`src/pcm_pkg.sv`:
```
package pcm_pkg;

    // ************************************************************
    // register offsets on the control bus
    // ************************************************************
    localparam logic [7:0] OFF_PORT_SEL    = 8'h1e;
    localparam logic [7:0] OFF_METER       = 8'h1f;
    localparam logic [7:0] OFF_CAP_ONE     = 8'h20;
    localparam logic [7:0] OFF_CAP_TWO     = 8'h21;

    // ************************************************************
    // field positions and reset values
    // ************************************************************
    localparam int BIT_FIRST_PORT  = 0;
    localparam int BIT_SECOND_PORT = 1;
    localparam int BIT_HOLD        = 7;
    localparam int BIT_CODE_LOW    = 6;
    localparam int BIT_TWO_LINK    = 3;
    localparam int BIT_SECONDARY   = 2;
    localparam int BIT_WIDE_AUDIO  = 1;
    localparam int BIT_FWD_PINS    = 0;
    localparam int BIT_ENH_CHECK   = 3;
    localparam logic [7:0] CAP_ONE_MASK  = 8'hcf;
    localparam logic [7:0] CAP_TWO_MASK  = 8'h0b;
    localparam logic [7:0] PORT_SEL_MASK = 8'h03;
    localparam logic [7:0] PORT_SEL_RST  = 8'h01;
    localparam logic [7:0] CAP_RST       = 8'h00;
    localparam logic [7:0] METER_RST     = 8'h00;
    localparam logic [7:0] TALLY_MAX     = 8'hff;

    // ************************************************************
    // timing: one window tick is one oscillator period
    // ************************************************************
    localparam int OSC_PERIOD_NS = 40;
    localparam int SYS_PERIOD_NS = 10;
    localparam int OSC_TICK_CYC  = (OSC_PERIOD_NS + SYS_PERIOD_NS - 1) / SYS_PERIOD_NS;

    // ************************************************************
    // fast control channel codes
    // ************************************************************
    typedef enum logic [2:0] {
        PCM_CODE_NORMAL  = 3'h0,
        PCM_CODE_GPIO1   = 3'h1,
        PCM_CODE_GPIO2   = 3'h2,
        PCM_CODE_GPIO4   = 3'h3,
        PCM_CODE_RSV4    = 3'h4,
        PCM_CODE_RSV5    = 3'h5,
        PCM_CODE_FWD_SPI = 3'h6,
        PCM_CODE_REV_SPI = 3'h7
    } pcm_code_e;

    typedef struct packed {
        logic       twoLink;
        logic       secondary;
        logic       wideAudio;
        logic       fwdPins;
        logic [2:0] code;
        logic       enhCheck;
    } pcm_cap_s;

    typedef enum {
        PCM_IDLE,
        PCM_COUNT
    } pcm_meter_e;

endpackage

```
`src/pcm_pixclk_meter_caps.sv`:
```
`timescale 1ns/1ps

// Contract
// [RL1] a meter write opens a window of value times oscillator periods
// [RL2] meter reads return pixel edges seen in the latest window
// [RL3] edge tally saturates at 0xff, never wraps
// [RL4] hold bit set blocks back-channel loading, keeps software values
// [RL5] code bit 0 sits in first capability bit 6, bits 2:1 in second
// [RL6] unheld capability fields reload from back channel after receive lock
// [RL7] software overwriting a field must also set the hold bit
// [RL8] first capability bit 3 shows peer two-link support
// [RL9] bit 2 shows primary (0) or secondary (1) channel
// [RL10] bit 1 shows peer wide video together with audio
// [RL11] bit 0 shows peer forward-channel pin support
// [RL12] second capability bit 3 enables enhanced check and start sequence
// [RL13] code decodes normal, fast pins 1/2/4, reserved, forward or reverse SPI
// [RL14] a single-link device supports only normal back channel code
// [RL15] capabilities kept per port; port select picks the accessed copy
// [RL16] writes go to selected port and shared; port 1 selected reads port 1; with both selected, writes here reach port 1 only
// [RL17] reserved capability bits read zero and ignore writes
// [RL18] meter write clears tally and restarts window; pixel clock synchronised
module pcm_pixclk_meter_caps #(
    parameter bit DUAL_LINK = 1'b1
) (
    input  wire logic                clk_sys,
    input  wire logic                rst_n,
    input  wire logic                pixClk,
    input  wire logic                regWrite,
    input  wire logic                regRead,
    input  wire logic [7:0]          regAddr,
    input  wire logic [7:0]          regWdata,
    output logic      [7:0]          regRdata,
    input  wire logic [1:0]          rxLock,
    input  wire logic [1:0]          peerValid,
    input  wire pcm_pkg::pcm_cap_s   peerCap0,
    input  wire pcm_pkg::pcm_cap_s   peerCap1,
    output pcm_pkg::pcm_cap_s        activeCap0,
    output pcm_pkg::pcm_cap_s        activeCap1,
    output logic [1:0]               enhCheckEn,
    output logic                     meterBusy
);

    // ************************************************************
    // synchronisers
    // ************************************************************
    logic       pixMeta;
    logic       pixSync;
    logic       pixLast;
    logic [1:0] lockMeta;
    logic [1:0] lockSync;
    logic [1:0] validMeta;
    logic [1:0] validSync;
    // capability words come from the back-channel domain; two stages, as on the
    // valid, keep the word in step with the synchronised valid that allows a load
    pcm_pkg::pcm_cap_s capMeta0;
    pcm_pkg::pcm_cap_s capMeta1;
    pcm_pkg::pcm_cap_s capSync0;
    pcm_pkg::pcm_cap_s capSync1;

    always_ff @(posedge clk_sys or negedge rst_n) begin
        if (!rst_n) begin
            capMeta0  <= '0;
            capMeta1  <= '0;
            capSync0  <= '0;
            capSync1  <= '0;
        end else begin
            capMeta0  <= peerCap0;
            capMeta1  <= peerCap1;
            capSync0  <= capMeta0;
            capSync1  <= capMeta1;
        end
    end

    always_ff @(posedge clk_sys or negedge rst_n) begin
        if (!rst_n) begin
            pixMeta   <= 1'b0;
            pixSync   <= 1'b0;
            pixLast   <= 1'b0;
            lockMeta  <= 2'b00;
            lockSync  <= 2'b00;
            validMeta <= 2'b00;
            validSync <= 2'b00;
        end else begin
            pixMeta   <= pixClk;
            pixSync   <= pixMeta;
            pixLast   <= pixSync;
            lockMeta  <= rxLock;
            lockSync  <= lockMeta;
            validMeta <= peerValid;
            validSync <= validMeta;
        end
    end

    // rising edges only; pixel clock above half of clk_sys is undercounted
    wire pixEdge = pixSync & ~pixLast;

    // ************************************************************
    // port select (shared)
    // ************************************************************
    logic [7:0] portSel_reg;
    wire        selSecond = portSel_reg[pcm_pkg::BIT_SECOND_PORT];
    wire        selFirst  = portSel_reg[pcm_pkg::BIT_FIRST_PORT];
    wire        hitSel    = regWrite && (regAddr == pcm_pkg::OFF_PORT_SEL);
    wire        hitMeter  = regWrite && (regAddr == pcm_pkg::OFF_METER);
    wire        hitOne    = regWrite && (regAddr == pcm_pkg::OFF_CAP_ONE);
    wire        hitTwo    = regWrite && (regAddr == pcm_pkg::OFF_CAP_TWO);

    always_ff @(posedge clk_sys or negedge rst_n) begin
        if (!rst_n) begin
            portSel_reg <= pcm_pkg::PORT_SEL_RST;
        end else if (hitSel) begin
            portSel_reg <= regWdata & pcm_pkg::PORT_SEL_MASK;
        end
    end

    // ************************************************************
    // frequency meter
    // ************************************************************
    pcm_pkg::pcm_meter_e meterState;
    logic [7:0] window_reg;
    logic [7:0] tally_reg;
    logic [3:0] tickCnt;
    wire        oscTick = (tickCnt == 4'(pcm_pkg::OSC_TICK_CYC - 1));

    always_ff @(posedge clk_sys or negedge rst_n) begin
        if (!rst_n) begin
            meterState <= pcm_pkg::PCM_IDLE;
            window_reg <= pcm_pkg::METER_RST;
            tally_reg  <= pcm_pkg::METER_RST;
            tickCnt    <= 4'h0;
        end else if (hitMeter) begin
            // [RL18] clear and restart
            tally_reg  <= pcm_pkg::METER_RST;
            window_reg <= regWdata;
            tickCnt    <= 4'h0;
            meterState <= (regWdata == 8'h00) ? pcm_pkg::PCM_IDLE : pcm_pkg::PCM_COUNT;
        end else begin
            case (meterState)
                pcm_pkg::PCM_IDLE: begin
                    tickCnt <= 4'h0;
                end
                pcm_pkg::PCM_COUNT: begin
                    // [RL3] saturating tally
                    if (pixEdge && tally_reg != pcm_pkg::TALLY_MAX) begin
                        tally_reg <= tally_reg + 8'h01;
                    end
                    // [RL1] window of N oscillator periods
                    if (oscTick) begin
                        tickCnt <= 4'h0;
                        window_reg <= window_reg - 8'h01;
                        if (window_reg == 8'h01) begin
                            meterState <= pcm_pkg::PCM_IDLE;
                        end
                    end else begin
                        tickCnt <= tickCnt + 4'h1;
                    end
                end
                default: meterState <= pcm_pkg::PCM_IDLE;
            endcase
        end
    end

    assign meterBusy = (meterState == pcm_pkg::PCM_COUNT);

    // ************************************************************
    // per-port capability store
    // ************************************************************
    logic [7:0] capOne_reg [2];
    logic [7:0] capTwo_reg [2];
    pcm_pkg::pcm_cap_s peerIn [2];
    assign peerIn[0] = capSync0;
    assign peerIn[1] = capSync1;

    for (genvar p = 0; p < 2; p++) begin : g_port
        // [RL16] write targets the selected port copy; with both ports selected it reaches port 1 only, not both
        wire wrPort = (p == 1) ? selSecond : (selFirst && !selSecond);
        // [RL14] single link supports only normal code
        wire [2:0] peerCode = DUAL_LINK ? peerIn[p].code : 3'(pcm_pkg::PCM_CODE_NORMAL);
        wire load = lockSync[p] && validSync[p] && !capOne_reg[p][pcm_pkg::BIT_HOLD];

        always_ff @(posedge clk_sys or negedge rst_n) begin
            if (!rst_n) begin
                capOne_reg[p] <= pcm_pkg::CAP_RST;
                capTwo_reg[p] <= pcm_pkg::CAP_RST;
            end else begin
                // [RL17] reserved bits masked
                if (hitOne && wrPort) begin
                    capOne_reg[p] <= regWdata & pcm_pkg::CAP_ONE_MASK;
                end else if (load) begin
                    // [RL6] auto-load after lock; [RL4] blocked by hold
                    capOne_reg[p] <= {1'b0, peerCode[0], 2'b00, peerIn[p].twoLink,
                                      peerIn[p].secondary, peerIn[p].wideAudio, peerIn[p].fwdPins};
                end
                if (hitTwo && wrPort) begin
                    capTwo_reg[p] <= regWdata & pcm_pkg::CAP_TWO_MASK;
                end else if (load) begin
                    // [RL5] upper code bits in second register
                    capTwo_reg[p] <= {4'h0, peerIn[p].enhCheck, 1'b0, peerCode[2:1]};
                end
            end
        end
    end

    // [RL8] [RL9] [RL10] [RL11] field decode to outputs
    function automatic pcm_pkg::pcm_cap_s pcmUnpack(input logic [7:0] one, input logic [7:0] two);
        pcm_pkg::pcm_cap_s c;
        c.twoLink   = one[pcm_pkg::BIT_TWO_LINK];
        c.secondary = one[pcm_pkg::BIT_SECONDARY];
        c.wideAudio = one[pcm_pkg::BIT_WIDE_AUDIO];
        c.fwdPins   = one[pcm_pkg::BIT_FWD_PINS];
        // [RL13] three-bit control channel code
        c.code      = {two[1:0], one[pcm_pkg::BIT_CODE_LOW]};
        // [RL12] enhanced check enable
        c.enhCheck  = two[pcm_pkg::BIT_ENH_CHECK];
        return c;
    endfunction

    always_ff @(posedge clk_sys or negedge rst_n) begin
        if (!rst_n) begin
            activeCap0 <= '0;
            activeCap1 <= '0;
            enhCheckEn <= 2'b00;
        end else begin
            activeCap0 <= pcmUnpack(capOne_reg[0], capTwo_reg[0]);
            activeCap1 <= pcmUnpack(capOne_reg[1], capTwo_reg[1]);
            enhCheckEn <= {capTwo_reg[1][pcm_pkg::BIT_ENH_CHECK], capTwo_reg[0][pcm_pkg::BIT_ENH_CHECK]};
        end
    end

    // ************************************************************
    // read data
    // ************************************************************
    // [RL15] port 1 copy when port 1 selected
    wire rdPort = selSecond;

    always_ff @(posedge clk_sys or negedge rst_n) begin
        if (!rst_n) begin
            regRdata <= 8'h00;
        end else if (regRead) begin
            if (regAddr == pcm_pkg::OFF_PORT_SEL) begin
                regRdata <= portSel_reg;
            end else if (regAddr == pcm_pkg::OFF_METER) begin
                // [RL2] latest window tally
                regRdata <= tally_reg;
            end else if (regAddr == pcm_pkg::OFF_CAP_ONE) begin
                regRdata <= capOne_reg[rdPort];
            end else if (regAddr == pcm_pkg::OFF_CAP_TWO) begin
                regRdata <= capTwo_reg[rdPort];
            end else begin
                regRdata <= 8'h00;
            end
        end
    end

endmodule

```
`config.mk`:
```
export PLATFORM = sky130hd
export DESIGN_NAME = pcm_pixclk_meter_caps
export DESIGN_NICKNAME = d
export VERILOG_FILES = /design/src/pcm_pkg.sv /design/src/pcm_pixclk_meter_caps.sv
export SDC_FILE = /design/constraint.sdc
export NUM_CORES = 1
export LEC_CHECK = 0
export BUFFER_PORTS_ARGS = -buffer_cell sky130_fd_sc_hd__buf_2
export CORE_ASPECT_RATIO = 0.75
export CORE_MARGIN = 2
export CORE_UTILIZATION = 30
export CTS_BUF_LIST = sky130_fd_sc_hd__clkbuf_16
export DETAILED_ROUTE_END_ITERATION = 10
export GPL_TIMING_DRIVEN = 0
export PLACE_DENSITY = 0.57
export SLEW_MARGIN = 20
export SYNTH_ARGS = -nofsm -noshare
export SYNTH_HDL_FRONTEND = slang
export SYNTH_SLANG_ARGS = --single-unit
```
`constraint.sdc`:
```
create_clock -name clk_sys -period 1.83 [get_ports clk_sys]
set_input_delay 0.2745 -clock clk_sys [delete_from_list [all_inputs] [get_ports clk_sys]]
set_output_delay 0.2745 -clock clk_sys [all_outputs]
set_load 0.02 [all_outputs]
```
==> key figures <==
Run status
  – Outcome: finished, final reports clean

Clocking
  – Clock Sink Count: ~110
  – Clock tree buffer depth: 2
  – Number of buffers inserted during clock tree synthesis: 9
  – Cell at the root of the clock tree: sky130_fd_sc_hd__clkbuf_16
  – Clock latency of the later-clocked register in the worst-skew pair: 0.35 ns
  – Clock tree from TritonCTS: done
  – H-tree levels: 3
  – Post-CTS clock slew at the launch and capture registers of the worst setup and hold paths: approximately 0.07 ns

STA
  – Final-report setup violation count: 0
  – Max-slew headroom: between 50% and 60%
  – Number of pins with negative max-slew slack in the final report: 0
  – Transition at the pin with the smallest max-transition slack: just over 0.7 ns
  – Unrepaired setup endpoints after global routing: no
  – FMAX: about 0.57 GHz
  – Clock skew after layout: 0.00762 ns
  – Sum of negative setup slack: 0 ns
  – Hold Vio Cnt, Final: 0
  – Time the worst path needs with I/O delays and setup: 1.75 ns
  – Period utilization: between 90 and 100%

Drt
  – Final wirelength: 8820 um
  – Total number of vias: about 2600
  – DR WL/cell: 15.6 um
  – Antenna-violating nets left: 0
  – Iteration-0 DRC Markers: between 100 and 150
  – Vias per cell: between 4 and 5
  – Number of detailed-routing iterations run before antenna repair: 4
  – Total DRC errors in the routed layout: 0

Critical path
  – R2R setup slack: roughly 0.08 ns
  – Critical Path Start Type: flip-flop
  – Crit Reg-Reg Startpoint: portSel_reg[1]$_DFFE_PN0P_
  – Worst-path maximum fanout: 10
  – Buffers and inverters on the worst path: 1
  – Category of the most critical setup path: reg2reg
  – CP delay by family, top: multiplexers
  – Cell at the slowest stage of the critical path: sky130_fd_sc_hd__mux4_2
  – Arrival time reported for the critical path endpoint: 1.98 ns
  – Count of cells along the worst register-to-register path: 4
  – Reg-to-reg endpoint: regRdata[0]$_DFFE_PN0P_
  – Biggest cell delay along the critical path: ~0.54 ns
  – Worst setup EP type: flip-flop
  – CP Cell Sequence: clkbuf_4 > mux4_2 > a221oi_1 > nor2_1
  – CP required: 2.06 ns

Placement
  – Sum of net half-perimeters after detailed placement: 6210 um
  – Input/output buffers: between 60 and 70
  – Final weighted congestion of routability-driven global placement: between 0.7 and 0.8
  – Post-place instance area: between 0.004 and 0.005 mm2
  – DP Cell Count: 550

Yosys
  – Count of flip-flops with a built-in enable after synthesis: 0
  – Sequential fraction of the synthesis area: roughly two thirds
  – Cell area after synthesis: 0.00408 mm2
  – Avg Cell Area, Syn: 13.1 um2
  – Number of distinct library cells after synthesis: 48
  – Syn. warnings: 0
  – Async set-reset flop share out of synthesis: between 90% and 100%
  – Synthesized Nets: ~360
  – Biggest area contributors in the synthesized netlist: sky130_fd_sc_hd__dfrtp_1 66%, sky130_fd_sc_hd__mux2i_1 4.7%, sky130_fd_sc_hd__nor2_1 2.6%, sky130_fd_sc_hd__a21oi_1 2.5%, sky130_fd_sc_hd__xor2_1 2.4%
  – Register bit count reported by yosys: about 110
  – Top cell type by total area after synthesis: sky130_fd_sc_hd__dfrtp_1
  – Ys flop type: sky130_fd_sc_hd__dfrtp_1
  – Yosys top cell area share: 65.6%
  – Dominant cell by count in the synthesized netlist: sky130_fd_sc_hd__dfrtp_1
  – Mapped Cells: roughly 310
  – Commonest cells post-synth: 107 x sky130_fd_sc_hd__dfrtp_1, 28 x sky130_fd_sc_hd__nor2_1, 20 x sky130_fd_sc_hd__a21oi_1, 19 x sky130_fd_sc_hd__mux2i_1, 15 x sky130_fd_sc_hd__nand2_1

Final layout
  – Post-Route Utilization: between 30% and 40%
  – Flip-flop and latch area: roughly 0.0027 mm2
  – Fin cells: around 570
  – Area added between synthesis and finish: 22.1%
  – Count of nets after finishing: 436
  – Fraction of final layout cells with drive strength greater than 1: 26.3%
  – Non-Filler Cell Area, Final: roughly 0.0050 mm2
  – Area occupied by multi-input gates: between 0.001 and 0.0015 mm2
  – Final antenna diode count: 0
  – Max reg flops: 12
  – Fillers: around 1300

Floorplanning
  – Horiz. Die Dim: ~140 um
  – I/O pins: a little under 70
  – Initial core utilization: 31.0%
  – Area of the die: around 0.015 mm2
  – Std-Cell Core Area: between 0.01 and 0.015 mm2
  – Die Y: approximately 100 um
  – Number of rows in the core area: 36

Pwr
  – Leakage power figure: around 2.3 nW
  – Pwr per Cell Area: roughly 1100 mW/mm2
  – VDD IR-drop max: a little under 0.5 mV
  – Overall power of the completed layout: between 5 and 6 mW

Hold path
  – Hold depth: 1
  – Hold Path Origin: peerCap0[4]
  – Path type of the worst min-delay path: in2reg
  – Terminating pin of the worst hold path: capMeta0[4]$_DFF_PN0_

Global routing
  – Antenna violations before repair: 1
  – Total grt overflow: 0
  – First-pass GRT wire length: between 10000 and 15000 um
  – Total routing usage reported by global routing: ~13%
  – Number of global-route vias before repair: about 2700
  – Largest net degree at the start of global routing: 59

Run
  – Maxcap violations: 0
[per-stage QoR]
| step | setup slack (ns) | hold slack [ns] |
|---|---|---|
| 4_1_cts | 0.0222 | 0.00888 |
| 3_3_place_gp | -0.735 | 0.333 |
| 6_report | 0.0819 | 0.0196 |
| 3_5_place_dp | -0.0576 | 0.266 |
| 5_1_grt | 0.0284 | 0.00204 |
| 2_1_floorplan | 0.270 | -0.0211 |
[layout by cell type, fill, tap and decap left out, drive strengths merged, types with 5 or more instances in the layout]
cell,count
nor3,5
nand3,6
mux2i,19
mux2,6
nand3b,5
nand2,15
nand4,5
nor2,28
and3,7
xor2,11
inv,6
o21ai,9
buf,77
dfrtp,107
clkbuf,13
a21oi,20
[power breakdown]
part           switching [mW]  internal (mW)
combinational           0.437          0.302
sequential              0.206           2.64
clock                   0.910           1.08
[layer usage]
metal,vias up,part of all wire (%),wire (um),global-route usage (%)
met5,-,0.091,8,0
li1,1265,-,-,-
met2,64,44,3840,18.4
met3,17,5.6,497,5.18
met1,1298,49,4350,18.0
met4,2,1.4,121,3.46
[worst register-to-register path: stages, from the launching register on]
cell	delay, ns
sky130_fd_sc_hd__dfrtp_1	0.37
sky130_fd_sc_hd__clkbuf_4	0.25
sky130_fd_sc_hd__mux4_2	0.54
sky130_fd_sc_hd__a221oi_1	0.39
sky130_fd_sc_hd__nor2_1	0.08
[cell type report]
| class | instances | area share (%) |
|---|---|---|
| clock buffer | 9 | 4.52 |
| tap | 171 | 4.29 |
| timing repair buffer | 68 | 7.51 |
| clock inverter | 7 | 1.66 |
| sequential | 108 | 54.3 |
| buffer | 14 | 1.43 |
| inverter | 4 | 0.301 |
| multi-input combinational | 186 | 26.0 |
[worst max-delay path by stage]
stage	start	cells past startpoint	to
after global routing	portSel_reg[1]$_DFFE_PN0P_	4	regRdata[0]$_DFFE_PN0P_
after global placement	rst_n	1	lockMeta[1]$_DFF_PN0_
final	portSel_reg[1]$_DFFE_PN0P_	4	regRdata[0]$_DFFE_PN0P_
after floorplan	tally_reg[0]$_DFFE_PN0P_	5	tally_reg[5]$_DFFE_PN0P_
after CTS	portSel_reg[1]$_DFFE_PN0P_	4	regRdata[0]$_DFFE_PN0P_
after detailed placement	regAddr[4]	6	capOne_reg[8]$_DFFE_PN0P_
[cells by family (layout without fill, tap and decap cells)]
family | count (synthesis) | after routing | synth area share [%]
flip-flops | 108 | 108 | 66.3
AND/OR/NAND/NOR | 92 | 92 | 12.0
AO/OA/AOI/OAI | 50 | 50 | 7.88
multiplexers | 28 | 28 | 7.97
buffers and inverters | 18 | 102 | 2.05
XOR/XNOR | 12 | 12 | 2.58
adder cells (fa/ha/maj) | 4 | 4 | 1.23
[what timing repair did]
action	CTS	global route
hold buffers	1	0
gates resized for setup	0	2
hold endpoints to repair	49	0
buffers inserted	0	0
endpoints found under the setup margin	0	2
No activity file was read; power rests on OpenSTA's default activity.
